[config.mk]
export PLATFORM = sky130hd
export DESIGN_NAME = pcc_pulse_counter
export DESIGN_NICKNAME = d
export VERILOG_FILES = /design/src/verilog/pcc_pkg.sv /design/src/verilog/pcc_pulse_counter.sv
export VERILOG_INCLUDE_DIRS = /design/src /design/src/verilog
export SDC_FILE = /design/constraint.sdc
export NUM_CORES = 1
export LEC_CHECK = 0
export BUFFER_PORTS_ARGS = -buffer_cell sky130_fd_sc_hd__buf_2
export CORE_MARGIN = 2
export CORE_UTILIZATION = 55
export DETAILED_ROUTE_END_ITERATION = 7
export PLACE_DENSITY = 0.74
export SYNTH_ARGS = -nofsm -noshare
export SYNTH_HDL_FRONTEND = slang
export SYNTH_SLANG_ARGS = --single-unit
export TNS_END_PERCENT = 50
[constraint.sdc]
create_clock -name clk_in -period 3.7 [get_ports clk_in]
set_input_delay 0.37 -clock clk_in [delete_from_list [all_inputs] [get_ports clk_in]]
set_output_delay 0.37 -clock clk_in [all_outputs]
set_load 0.005 [all_outputs]
[src/verilog/pcc_params.svh]
// Register offsets, field positions, reset values and counts of the pulse counter
`ifndef PCC_PARAMS_SVH
`define PCC_PARAMS_SVH
`define PCC_A_CTRL 8'h00
`define PCC_A_CMD 8'h04
`define PCC_A_STATUS 8'h08
`define PCC_A_CNT 8'h0C
`define PCC_A_TOP 8'h10
`define PCC_A_TOPB 8'h14
`define PCC_A_IF 8'h18
`define PCC_A_IFS 8'h1C
`define PCC_A_IFC 8'h20
`define PCC_A_IEN 8'h24
`define PCC_A_ROUTE 8'h28
`define PCC_A_FREEZE 8'h2C
`define PCC_A_SYNC 8'h30
`define PCC_A_AUX 8'h38
`define PCC_A_INPUT 8'h3C
`define PCC_F_MODE 1:0
`define PCC_F_CNTDIR 2
`define PCC_F_EDGE 3
`define PCC_F_PULSE_FILTER_ENABLE 4
`define PCC_F_DOMAIN_RESET_BIT 5
`define PCC_F_AUXRST 6
`define PCC_F_S1CDIR 8
`define PCC_F_AUXEV 15:14
`define PCC_F_CC_TRIGGER_MODE 19:18
`define PCC_F_CC_PRESCALER 23:22
`define PCC_F_CC_COMPARE_MODE 26:25
`define PCC_F_GATE 27
`define PCC_F_TPOL 28
`define PCC_F_TSEL 31:29
`define PCC_F_ISEL 2:0
`define PCC_F_IEN0 4
`define PCC_F_IEN1 5
`define PCC_I_UF 0
`define PCC_I_OF 1
`define PCC_I_CM 2
`define PCC_I_DC 3
`define PCC_I_AUXOF 4
`define PCC_B_CTRL 0
`define PCC_B_CMD 1
`define PCC_B_TOPB 2
`define PCC_MODE_OVS 2'h1
`define PCC_MODE_EXTS 2'h2
`define PCC_MODE_EXTQ 2'h3
`define PCC_TCC_LF 2'h1
`define PCC_TCC_EV 2'h2
`define PCC_CMP_LE 2'h0
`define PCC_CMP_GE 2'h1
`define PCC_CMP_RANGE 2'h2
`define PCC_TOP_RST 16'h00FF
`define PCC_CNT_MAX 16'hFFFF
`define PCC_PULSE_FILTER_ENABLE_STABLE 3'h4
`define PCC_SYNC_EDGES 2'h2
`define PCC_REL_EDGES 2'h2
`define PCC_LAST_CHAN 3'h5
`endif

[src/verilog/pcc_pkg.sv]
// State type of the pulse counter
package pcc_pkg;
    typedef struct packed {
        logic [31:0] ctrl;
        logic [31:0] ctrl_eff;
        logic [15:0] topb;
        logic [15:0] top;
        logic [15:0] cnt;
        logic [15:0] aux;
        logic [4:0] iflags;
        logic [4:0] ien;
        logic [1:0] route;
        logic freeze;
        logic [5:0] inp;
        logic [2:0] busy;
        logic [1:0] sync_cnt;
        logic [1:0] rel;
        logic [1:0] aux_rel;
        logic [1:0] lf_s;
        logic [1:0] s0_s;
        logic [1:0] s1_s;
        logic [5:0] ev_a;
        logic [5:0] ev_b;
        logic lf_prev;
        logic s0_prev;
        logic trig_prev;
        logic samp_last;
        logic [2:0] stab;
        logic pulse_filter_enable;
        logic [2:0] presc;
        logic qa;
        logic dir;
        logic cc_pend;
        logic cmp_out;
        logic pready;
        logic pslverr;
        logic [31:0] prdata;
    } pcc_state_s;
endpackage : pcc_pkg

[src/verilog/pcc_pulse_counter.sv]
// Pulse counter with compare-and-clear, domain reset and APB registers
//
// Added by the designer: the APB slave port.
`timescale 1ns/1ps
`include "pcc_params.svh"
// How it works
// - An enabled trigger compares count with top, then clears count.
// - Low-frequency trigger fires once every 2^N low-frequency ticks.
// - Event trigger comes from channel 0..5 chosen by a 3-bit field.
// - Polarity 0 triggers on rising edge, 1 on falling edge.
// - Gate enable stops counter ticks and register commits when low.
// - Three compare modes against top: below, above, range.
// - Match sets flag and event output, held until next trigger.
// - With compare-and-clear, no wrap at top; stop at max, flag.
// - Count pulse and trigger never coincide; trigger waits a cycle.
// - Written control, command and top buffer values commit after two counter-domain ticks.
// - Reset bit holds counter domain; release two ticks after clear.
// - Secondary reset bit resets secondary counter; domain reset too.
// - Oversampled filter passes level after 5 stable samples.
// - Oversampled mode counts rising, or falling with edge bit.
// - Edge bit inverts quadrature direction; none in ext single.
// - Input enable bits route an event channel to either input.
// - Down pulse at zero sets underflow and loads top.
// - Up pulse at top sets overflow and loads zero.
// - Quadrature direction change sets its flag.
// - Trigger mode: 0 off, 1 low-frequency, 2 event channel.
// - Prescaler 0..3 gives trigger every 1, 2, 4 or 8 ticks.
// - Compare mode 0 below, 1 above, 2 range top[7:0]..top[15:8].
module pcc_pulse_counter
    import pcc_pkg::*;
(
    input wire logic clk_in,
    input wire logic rst_n_in,
    input wire logic psel_in,
    input wire logic penable_in,
    input wire logic pwrite_in,
    input wire logic [7:0] paddr_in,
    input wire logic [31:0] pwdata_in,
    output logic [31:0] prdata_out,
    output logic pready_out,
    output logic pslverr_out,
    input wire logic low_freq_clock_in,
    input wire logic first_pulse_input_in,
    input wire logic second_pulse_input_in,
    input wire logic [5:0] event_channel_in,
    output logic compare_event_out
);
    // ****************************************
    // Helpers
    // ****************************************
    function automatic logic chan_pick(input logic [5:0] ch, input logic [2:0] sel);
        chan_pick = (sel <= `PCC_LAST_CHAN) ? ch[sel] : 1'b0;
    endfunction : chan_pick

    function automatic logic cmp_hit(input logic [1:0] m, input logic [15:0] c,
                                     input logic [15:0] t);
        case (m)
            `PCC_CMP_LE: cmp_hit = c <= t;
            `PCC_CMP_GE: cmp_hit = c >= t;
            `PCC_CMP_RANGE: cmp_hit = (c <= {8'h00, t[15:8]}) && (c >= {8'h00, t[7:0]});
            default: cmp_hit = 1'b0;
        endcase
    endfunction : cmp_hit

    pcc_state_s q;
    pcc_state_s d;
    logic wr, rd_ok, wr_ctrl, dom_rst, aux_rst, lf_rise, s0_src, s1_src, s0_rise, s0_fall;
    logic gate_open, ctr_tick, cnt_pulse, down, tcc_on, cc_raw, cc_req, cc_fire;
    logic match, commit, trig, quad, edge_now;
    logic [1:0] mode;
    logic [3:0] msk;
    logic [4:0] hw_set;

    // ****************************************
    // Next state
    // ****************************************
    always_comb begin
        d = q;
        hw_set = 5'h00;
        d.lf_s = {q.lf_s[0], low_freq_clock_in};
        d.s0_s = {q.s0_s[0], first_pulse_input_in};
        d.s1_s = {q.s1_s[0], second_pulse_input_in};
        d.ev_a = event_channel_in;
        d.ev_b = q.ev_a;
        d.lf_prev = q.lf_s[1];
        mode = q.ctrl_eff[`PCC_F_MODE];
        quad = mode == `PCC_MODE_EXTQ;
        dom_rst = q.ctrl[`PCC_F_DOMAIN_RESET_BIT] | (q.rel != `PCC_REL_EDGES);
        aux_rst = dom_rst | q.ctrl[`PCC_F_AUXRST] | (q.aux_rel != `PCC_REL_EDGES);
        lf_rise = q.lf_s[1] & ~q.lf_prev;
        // Event routing onto either input
        s0_src = q.inp[`PCC_F_IEN0] ? chan_pick(q.ev_b, q.inp[`PCC_F_ISEL]) : q.s0_s[1];
        s1_src = q.inp[`PCC_F_IEN1] ? chan_pick(q.ev_b, q.inp[`PCC_F_ISEL]) : q.s1_s[1];
        d.s0_prev = s0_src;
        s0_rise = s0_src & ~q.s0_prev;
        s0_fall = ~s0_src & q.s0_prev;
        // Gate shared by counting, low-frequency trigger and register commits
        gate_open = ~q.ctrl_eff[`PCC_F_GATE] | chan_pick(q.ev_b, q.ctrl_eff[`PCC_F_TSEL]);
        // Clock source follows the software mode field, so it is valid during reset
        case (q.ctrl[`PCC_F_MODE])
            `PCC_MODE_EXTS: ctr_tick = s0_rise & gate_open;
            `PCC_MODE_EXTQ: ctr_tick = (s0_rise | s0_fall) & gate_open;
            default: ctr_tick = lf_rise & gate_open;
        endcase
        down = q.ctrl_eff[`PCC_F_CNTDIR] ^ (q.ctrl_eff[`PCC_F_S1CDIR] & ~s1_src);
        cnt_pulse = 1'b0;
        edge_now = 1'b0;

        // ****************************************
        // Input decode per mode
        // ****************************************
        case (mode)
            `PCC_MODE_OVS: begin
                if (ctr_tick) begin
                    d.samp_last = s0_src;
                    if (s0_src != q.samp_last) begin
                        d.stab = 3'h0;
                    end else if (q.stab != `PCC_PULSE_FILTER_ENABLE_STABLE) begin
                        d.stab = q.stab + 3'h1;
                    end
                    // Five equal samples in a row before the level passes
                    if (!q.ctrl_eff[`PCC_F_PULSE_FILTER_ENABLE] || d.stab == `PCC_PULSE_FILTER_ENABLE_STABLE) begin
                        d.pulse_filter_enable = s0_src;
                    end
                    edge_now = (d.pulse_filter_enable != q.pulse_filter_enable) && (d.pulse_filter_enable ^ q.ctrl_eff[`PCC_F_EDGE]);
                    cnt_pulse = edge_now;
                end
            end
            `PCC_MODE_EXTS: begin
                cnt_pulse = s0_rise & gate_open;
            end
            `PCC_MODE_EXTQ: begin
                if (s0_rise & gate_open) begin
                    d.qa = s1_src;
                end
                // Equal samples on both edges are a reversal glitch and do not count
                if (s0_fall && gate_open && (s1_src != q.qa)) begin
                    cnt_pulse = 1'b1;
                    down = q.qa ^ q.ctrl_eff[`PCC_F_EDGE];
                end
            end
            default: begin
                cnt_pulse = 1'b0;
            end
        endcase
        if (cnt_pulse) begin
            d.dir = down;
            if (quad && (down != q.dir)) begin
                hw_set[`PCC_I_DC] = 1'b1;
            end
        end

        // ****************************************
        // Main and secondary counters
        // ****************************************
        tcc_on = q.ctrl_eff[`PCC_F_CC_TRIGGER_MODE] != 2'h0;
        if (cnt_pulse) begin
            if (!down && tcc_on) begin
                if (q.cnt == `PCC_CNT_MAX) begin
                    hw_set[`PCC_I_OF] = 1'b1;
                end else begin
                    d.cnt = q.cnt + 16'h0001;
                end
            end else if (!down) begin
                if (q.cnt == q.top) begin
                    d.cnt = 16'h0000;
                    hw_set[`PCC_I_OF] = 1'b1;
                end else begin
                    d.cnt = q.cnt + 16'h0001;
                end
            end else if (q.cnt == 16'h0000) begin
                d.cnt = q.top;
                hw_set[`PCC_I_UF] = 1'b1;
            end else begin
                d.cnt = q.cnt - 16'h0001;
            end
            if (q.ctrl_eff[`PCC_F_AUXEV] == 2'h3 || q.ctrl_eff[`PCC_F_AUXEV] == {down, ~down}) begin
                if (q.aux == q.top) begin
                    d.aux = 16'h0000;
                    hw_set[`PCC_I_AUXOF] = 1'b1;
                end else begin
                    d.aux = q.aux + 16'h0001;
                end
            end
        end

        // ****************************************
        // Triggered compare and clear
        // ****************************************
        msk = (4'h1 << q.ctrl_eff[`PCC_F_CC_PRESCALER]) - 4'h1;
        trig = chan_pick(q.ev_b, q.ctrl_eff[`PCC_F_TSEL]) ^ q.ctrl_eff[`PCC_F_TPOL];
        d.trig_prev = trig;
        case (q.ctrl_eff[`PCC_F_CC_TRIGGER_MODE])
            `PCC_TCC_LF: begin
                cc_raw = lf_rise && gate_open && ((q.presc & msk[2:0]) == msk[2:0]);
            end
            `PCC_TCC_EV: begin
                cc_raw = trig & ~q.trig_prev;
            end
            default: begin
                cc_raw = 1'b0;
            end
        endcase
        if (lf_rise && gate_open) begin
            d.presc = q.presc + 3'h1;
        end
        // A trigger that meets a count pulse waits one cycle
        cc_req = cc_raw | q.cc_pend;
        cc_fire = cc_req & ~cnt_pulse & tcc_on;
        d.cc_pend = cc_req & cnt_pulse & tcc_on;
        match = cmp_hit(q.ctrl_eff[`PCC_F_CC_COMPARE_MODE], q.cnt, q.top);
        if (cc_fire) begin
            d.cnt = 16'h0000;
            d.cmp_out = match;
            hw_set[`PCC_I_CM] = match;
        end

        // ****************************************
        // Commit of written values into the counter domain
        // ****************************************
        commit = 1'b0;
        if (ctr_tick && !dom_rst && !q.freeze && (q.busy != 3'h0)) begin
            if (q.sync_cnt == `PCC_SYNC_EDGES - 2'h1) begin
                commit = 1'b1;
                d.sync_cnt = 2'h0;
                d.busy = 3'h0;
                if (q.busy[`PCC_B_CTRL]) begin
                    d.ctrl_eff = q.ctrl;
                    // New polarity must not look like a trigger edge
                    d.trig_prev = chan_pick(q.ev_b, q.ctrl[`PCC_F_TSEL]) ^ q.ctrl[`PCC_F_TPOL];
                end
                if (q.busy[`PCC_B_TOPB]) begin
                    d.top = q.topb;
                end
                if (q.busy[`PCC_B_CMD]) begin
                    d.cnt = 16'h0000;
                end
            end else begin
                d.sync_cnt = q.sync_cnt + 2'h1;
            end
        end

        // ****************************************
        // Domain resets
        // ****************************************
        if (q.ctrl[`PCC_F_DOMAIN_RESET_BIT]) begin
            d.rel = 2'h0;
        end else if (ctr_tick && q.rel != `PCC_REL_EDGES) begin
            d.rel = q.rel + 2'h1;
        end
        if (q.ctrl[`PCC_F_AUXRST] || dom_rst) begin
            d.aux_rel = 2'h0;
        end else if (ctr_tick && q.aux_rel != `PCC_REL_EDGES) begin
            d.aux_rel = q.aux_rel + 2'h1;
        end
        if (dom_rst) begin
            d.cnt = 16'h0000;
            d.top = `PCC_TOP_RST;
            d.ctrl_eff = 32'h0000_0000;
            d.cmp_out = 1'b0;
            d.presc = 3'h0;
            d.cc_pend = 1'b0;
            d.dir = 1'b0;
            d.sync_cnt = 2'h0;
        end
        if (aux_rst) begin
            d.aux = 16'h0000;
        end

        // ****************************************
        // APB slave, one wait state
        // ****************************************
        wr = psel_in & penable_in & q.pready & pwrite_in;
        wr_ctrl = wr && paddr_in == `PCC_A_CTRL;
        d.pready = psel_in & penable_in & ~q.pready;
        rd_ok = 1'b1;
        d.prdata = 32'h0000_0000;
        case (paddr_in)
            `PCC_A_CTRL: d.prdata = q.ctrl;
            `PCC_A_CMD: d.prdata = 32'h0000_0000;
            `PCC_A_STATUS: d.prdata = {31'h0000_0000, q.dir};
            `PCC_A_CNT: d.prdata = {16'h0000, q.cnt};
            `PCC_A_TOP: d.prdata = {16'h0000, q.top};
            `PCC_A_TOPB: d.prdata = {16'h0000, q.topb};
            `PCC_A_IF: d.prdata = {27'h000_0000, q.iflags};
            `PCC_A_IFS: d.prdata = 32'h0000_0000;
            `PCC_A_IFC: d.prdata = 32'h0000_0000;
            `PCC_A_IEN: d.prdata = {27'h000_0000, q.ien};
            `PCC_A_ROUTE: d.prdata = {30'h0000_0000, q.route};
            `PCC_A_FREEZE: d.prdata = {31'h0000_0000, q.freeze};
            `PCC_A_SYNC: d.prdata = {29'h0000_0000, q.busy};
            `PCC_A_AUX: d.prdata = {16'h0000, q.aux};
            `PCC_A_INPUT: d.prdata = {26'h000_0000, q.inp};
            default: rd_ok = 1'b0;
        endcase
        d.pslverr = psel_in & penable_in & ~q.pready & ~rd_ok;
        if (!d.pready || pwrite_in) begin
            d.prdata = 32'h0000_0000;
        end
        // Hardware set wins over a software clear in the same cycle
        d.iflags = (q.iflags & ~((wr && paddr_in == `PCC_A_IFC) ? pwdata_in[4:0] : 5'h00))
                   | ((wr && paddr_in == `PCC_A_IFS) ? pwdata_in[4:0] : 5'h00) | hw_set;
        if (wr) begin
            case (paddr_in)
                `PCC_A_CTRL: begin
                    d.ctrl = pwdata_in;
                    d.busy[`PCC_B_CTRL] = 1'b1;
                    d.sync_cnt = 2'h0;
                end
                `PCC_A_CMD: begin
                    d.busy[`PCC_B_CMD] = pwdata_in[0];
                    d.sync_cnt = 2'h0;
                end
                `PCC_A_TOPB: begin
                    d.topb = pwdata_in[15:0];
                    d.busy[`PCC_B_TOPB] = 1'b1;
                    d.sync_cnt = 2'h0;
                end
                `PCC_A_IEN: d.ien = pwdata_in[4:0];
                `PCC_A_ROUTE: d.route = pwdata_in[1:0];
                `PCC_A_FREEZE: d.freeze = pwdata_in[0];
                `PCC_A_AUX: d.aux = pwdata_in[15:0];
                `PCC_A_INPUT: d.inp = pwdata_in[5:0];
                default: d.freeze = q.freeze;
            endcase
        end
    end

    // ****************************************
    // State register
    // ****************************************
    always_ff @(posedge clk_in or negedge rst_n_in) begin
        if (!rst_n_in) begin
            q <= '0;
            q.top <= `PCC_TOP_RST;
            q.rel <= `PCC_REL_EDGES;
            q.aux_rel <= `PCC_REL_EDGES;
        end else begin
            q <= d;
        end
    end

    assign prdata_out = q.prdata;
    assign pready_out = q.pready;
    assign pslverr_out = q.pslverr;
    assign compare_event_out = q.cmp_out;
endmodule : pcc_pulse_counter

==> flow_summary.json, run 1 <==
{
  "netlist_area_sq_um": 11700,
  "wire_per_inst_microns": 20.9,
  "vias_per_cell": 6.33,
  "synth_seq_cells": 210,
  "cts_made_buffers": 23,
  "period_minus_slack_ps": 3570,
  "clk_pin_slew_ps": 60,
  "dieArea_sq_um": 22500,
  "tns_ps": 0,
  "post-place-ws_ps": 70.9,
  "port_buffers": 88,
  "ant_nets": 0,
  "fin_worst_skew_ps": 27.0,
  "setup_viol": 0,
  "worstPathRequired_ps": 4110,
  "clockRootBuffer": "clkbuf_16",
  "nFillCells": 1727,
  "dp_hpwl_microns": 22100,
  "final_hold_viol_count": 0,
  "insertion_delay_ps": 530,
  "synth_nets": 1287,
  "grt_max_degree": 102,
  "period_share": 0.964,
  "yosys.cell_types.count": 80,
  "finalNetCount": 1352,
  "grt_usage": 0.292,
  "antenna_found_initial": 0,
  "cp.arrival_ps": 3980,
  "total_power_mw": 5.27,
  "ys_seq_area_frac": 0.450,
  "synth_simple_gate_area_frac": 0.151,
  "clock.fmax_mhz": 280,
  "yosys.area.top_type": "dfrtp_1",
  "tightest_slew_ps": 997,
  "drtIter0Drc": 1359,
  "drive_gt1_frac": 0.209,
  "fin_area_sq_um": 13300,
  "synth_area_leaders": "dfrtp_1, mux2_2, nand2_1",
  "path_class": "reg2reg",
  "synthCells": 1196,
  "timing.hold.ws_ps": 70.9,
  "yosys.area.top_type_share": 0.428,
  "drc": 0,
  "placedCellCount": 1495,
  "cap_violations": 0,
  "grt.overflow.total": 0,
  "irDropWorstVdd_mv": 0.561,
  "die_w_microns": 150,
  "synthFlopType": "dfrtp_1",
  "avgSynthCellArea_sq_um": 9.79,
  "synth_mux_area_frac": 0.0763,
  "synthArstFlopShare": 1.00,
  "ys.warnings.count": 0,
  "synth-edff-count": 0,
  "cts_sinks": 210,
  "area_growth_pct": 13.6,
  "synth_common_cells": "dfrtp_1, nand2_1, nor2_1, mux2_2, a21oi_1",
  "slew_violations": 0,
  "grt_pass1_vias": 9419,
  "routed-via-count": 9830,
  "globalplace.congestion": 0.930,
  "path_max_fanout": 6,
  "place_area_sq_um": 12300,
  "start_util": 0.559,
  "worst_slack_ps": 132,
  "relSlewSlack": 0.332,
  "n_antenna_cell": 0,
  "synth_compound_area_frac": 0.193,
  "start_kind": "flop",
  "cts_max_path_buffers": 3,
  "yosys.area_share.xor_xnor": 0.0314,
  "fp-row-count": 53,
  "io_pins": 89,
  "cp-end-kind": "flop",
  "status": "completed",
  "dieHeight_microns": 150,
  "synthMostInstantiatedCell": "dfrtp_1",
  "leakage_nw": 6.08,
  "first_pass_iters": 6,
  "power-per-cell-area_nw_per_um2": 397,
  "fin_util": 0.635,
  "cts_tree": "done",
  "synth_top_family_by_area": "compound AO/OA/AOI/OAI gates",
  "grt_pass1_wl_microns": 51400,
  "wl_microns": 32400,
  "layout.cells.non_filler": 1553,
  "htreeDepth": 1,
  "coreArea_sq_um": 21000,
  "synth_fa_ha_area_frac": 0.0396,
  "hold_path.class": "in2reg"
}
critical path: stages, from the launching register on:
cell	delay, ps
dfrtp_1	450
mux2_1	340
a222oi_1	440
a21oi_1	190
ha_1	300
nand2_1	60
a31o_2	220
o211a_4	210
o21ai_1	130
o211ai_4	360
buf_4	190
a21oi_4	60
buf_4	200
o31a_1	280
cell families after synthesis:
family	Yosys count
XOR/XNOR	42
adder cells (fa/ha/maj)	37
buffers and inverters	142
AO/OA/AOI/OAI	313
flip-flops	210
multiplexers	79
AND/OR/NAND/NOR	373
layer usage:
| metal | vias to the layer above | track usage | share of wire |
|---|---|---|---|
| met5 | - | 0 | 0 |
| met3 | 77 | 0.0491 | 0.096 |
| met1 | 4803 | 0.422 | 0.42 |
| met2 | 485 | 0.455 | 0.46 |
| met4 | 0 | 0.0863 | 0.025 |
| li1 | 4465 | - | - |
cell usage in the layout, fill, tap and decap left out, types with 14 or more instances in the layout:
| master | synthesis | layout |
|---|---|---|
| nand2_1 | 130 | 130 |
| a222oi_1 | 14 | 14 |
| o31ai_1 | 23 | 23 |
| o21ai_0 | 49 | 49 |
| buf_2 | 7 | 87 |
| xnor2_1 | 29 | 29 |
| ha_1 | 37 | 37 |
| a22oi_1 | 27 | 27 |
| inv_1 | 44 | 44 |
| o21a_1 | 14 | 14 |
| buf_4 | 35 | 35 |
| nor3_1 | 29 | 26 |
| nand4_1 | 16 | 16 |
| nand3_1 | 26 | 26 |
| clkbuf_16 | 0 | 23 |
| nor2_1 | 79 | 78 |
| and2_1 | 21 | 21 |
| mux2_2 | 64 | 64 |
| a21oi_1 | 54 | 53 |
| o211ai_1 | 24 | 24 |
| a31oi_1 | 15 | 15 |
| dfrtp_1 | 200 | 200 |
registers in the layout, summed over array words and instances, names as in the netlist:
name and flops:
compare_event_out 1, d 10, mode 2, prdata_out 32
pready_out 1, pslverr_out 1, q 163
repair_timing:
item                                    in CTS  in global routing
endpoints found under the setup margin       0                 44
gates resized for setup                      0                  7
setup buffers                                0                  6
hold buffers                                10                  0
endpoints found under the hold margin      107                  0
where the power goes:
part	switching (mW)	leakage (nW)	internal [mW]	total [mW]
registers	0.0310	2.81	2.35	2.38
logic	0.313	2.88	0.129	0.442
clock network	0.966	0.388	1.49	2.46
worst paths after layout:
kind                                from              to  slack (ps)  cells after the start
setup / recovery                   q[76]           q[98]         130                     13
hold / removal             pwdata_in[19]          q[210]          70                      2
setup reg to reg                   q[76]           q[98]         130                     13
hold reg to reg                    d[53]           q[53]         350                      0
max in group asynchronous       rst_n_in          q[129]        2410                      3
min in group asynchronous       rst_n_in  prdata_out[21]         470                      2
layout make-up:
| class | instances | area [sq um] | share of cell area |
|---|---|---|---|
| clock buffers | 31 | 636 | 0.0478 |
| clock inverters | 11 | 168 | 0.0126 |
| inverters | 45 | 169 | 0.0127 |
| multi-input cells | 844 | 5820 | 0.438 |
| flip-flops and latches | 210 | 5270 | 0.396 |
| well taps | 275 | 344 | 0.0259 |
| repair buffers | 137 | 893 | 0.0672 |
Note: power is estimated with default switching activity, not from simulation.
==> inputs of run 2 (changes only) <==
Settings changed: CORE_UTILIZATION 55 to 41, CTS_BUF_LIST from default to sky130_fd_sc_hd__clkbuf_4, PLACE_DENSITY 0.74 to default.
==> run 2 against run 1 <==
Register-to-register slack better by 40 ps. Clock power down 12%. Power down 5.5%. Flip-flop and latch count unchanged. Critical path type unchanged. Largest cell class unchanged.
==> flow_summary.json, run 2 (same netlist as run 1, synthesis figures left out) <==
{
  "grt_usage": 0.224,
  "fin_worst_skew_ps": 38.1,
  "clk_pin_slew_ps": 70,
  "wl_microns": 33700,
  "path_max_fanout": 8,
  "power-per-cell-area_nw_per_um2": 365,
  "cts_made_buffers": 58,
  "area_growth_pct": 16.8,
  "start_util": 0.419,
  "irDropWorstVdd_mv": 0.211,
  "path_class": "reg2reg",
  "crit_path_cell_trace": "mux2_1 > a222oi_1 > a21oi_1 > inv_1 > ha_1 > nand3_1 > a21oi_2 > a311oi_4 > o22ai_4 > mux2_4 > a21oi_4 > buf_4 > o31a_1",
  "cp-end-kind": "flop",
  "drive_gt1_frac": 0.237,
  "dp_hpwl_microns": 23300,
  "worst_slack_ps": 177,
  "critical-path-max-stage-delay_ps": 440,
  "leakage_nw": 6.27,
  "htreeDepth": 2,
  "drc": 0,
  "die_w_microns": 173,
  "post-place-ws_ps": 90.9,
  "nFillCells": 2705,
  "fp-row-count": 61,
  "worstPathRequired_ps": 4290,
  "clockRootBuffer": "clkbuf_4",
  "finalNetCount": 1413,
  "setup_viol": 0,
  "total_power_mw": 4.99,
  "globalplace.congestion": 0.889,
  "tightest_slew_ps": 1160,
  "clock.fmax_mhz": 284,
  "grt_pass1_vias": 9712,
  "grt_max_degree": 117,
  "cts_tree": "done",
  "insertion_delay_ps": 700,
  "dieHeight_microns": 173,
  "coreArea_sq_um": 27900,
  "period_share": 0.952,
  "io_pins": 89,
  "cp.arrival_ps": 4110,
  "start_kind": "flop",
  "layout_common_cells": "dfrtp_1, nand2_1, clkbuf_4",
  "rsz0062_at_grt": "yes",
  "slew_violations": 0,
  "final_hold_viol_count": 0,
  "routed-via-count": 9927,
  "cts_max_path_buffers": 3,
  "worst_path_max_delay_cell": "a222oi_1",
  "cap_violations": 0,
  "port_buffers": 88,
  "dieArea_sq_um": 29900,
  "wire_per_inst_microns": 19.2,
  "cts_sinks": 210,
  "relSlewSlack": 0.220,
  "hold_path.class": "in2reg",
  "drtIter0Drc": 851,
  "regMostFlops": "q",
  "status": "completed",
  "ant_nets": 0,
  "period_minus_slack_ps": 3520,
  "grt_pass1_wl_microns": 54200,
  "vias_per_cell": 5.67,
  "antenna_found_initial": 1,
  "first_pass_iters": 6,
  "final_common_cell": "dfrtp_1",
  "grt.overflow.total": 0,
  "largest_register_ffs": 163
}
-- run 2: final cells by class --
| class | instances | area, sq um | share of cell area |
|---|---|---|---|
| diodes | 2 | 5.00 | 0.000366 |
| clock buffers | 94 | 706 | 0.0516 |
| clock inverters | 14 | 75.1 | 0.00549 |
| inverters | 45 | 169 | 0.0124 |
| multi-input cells | 844 | 5800 | 0.425 |
| flip-flops and latches | 210 | 5270 | 0.385 |
| well taps | 378 | 473 | 0.0346 |
| repair buffers | 163 | 1170 | 0.0855 |
-- run 2: report_power, final --
part / internal [mW] / switching [mW]
Clock: 1.15 / 1.01
Sequential: 2.35 / 0.0297
Combinational: 0.140 / 0.304
Total: 3.64 / 1.35
-- run 2: layer usage --
metal / wire [microns] / up-vias / GRT usage
met5: 0 / - / 0
met3: 2520 / 59 / 0.0427
met4: 774 / 0 / 0.0819
li1: - / 4628 / -
met1: 15500 / 4840 / 0.327
met2: 14800 / 400 / 0.331
-- run 2: repair_timing --
item / CTS / global route
hold endpoints to repair: 160 / 0
endpoints found under the setup margin: 0 / 27
resized for setup: 0 / 4
setup buffers: 0 / 2
hold buffers: 37 / 0
-- run 2: per-stage QoR --
step           setup TNS, ps  instance area [sq um]  instances  hold WS, ps   util
6_report                   0                  13700       1750         64.1  0.489
5_1_grt                -31.5                  13700       1749         16.8  0.489
4_1_cts                    0                  13600       1746         5.23  0.487
3_5_place_dp               0                  12500       1601          336  0.446
3_3_place_gp               0                  12500       1601          335  0.446
2_1_floorplan              0                  11700       1196         74.4      -
-- run 2: worst max-delay path, delay by kind of cell, from the launching register on --
kind            cells  cell delay [ps]
compound gates      7             1780
fa+ha+maj           1              160
buf+inv             2              330
flops               1              420
mux                 2              630
simple gates        1              120
-- run 2: final timing paths --
| check | startpoint | end | slack (ps) | cells past startpoint |
|---|---|---|---|---|
| worst max register to register | q[76] | q[98] | 180 | 13 |
| worst max-delay path | q[76] | q[98] | 180 | 13 |
| min in group asynchronous | rst_n_in | q[222] | 370 | 2 |
| max in group asynchronous | rst_n_in | q[121] | 2420 | 3 |
| worst min-delay path | pwdata_in[3] | q[88] | 60 | 2 |
| worst min register to register | d[66] | d[48] | 340 | 0 |
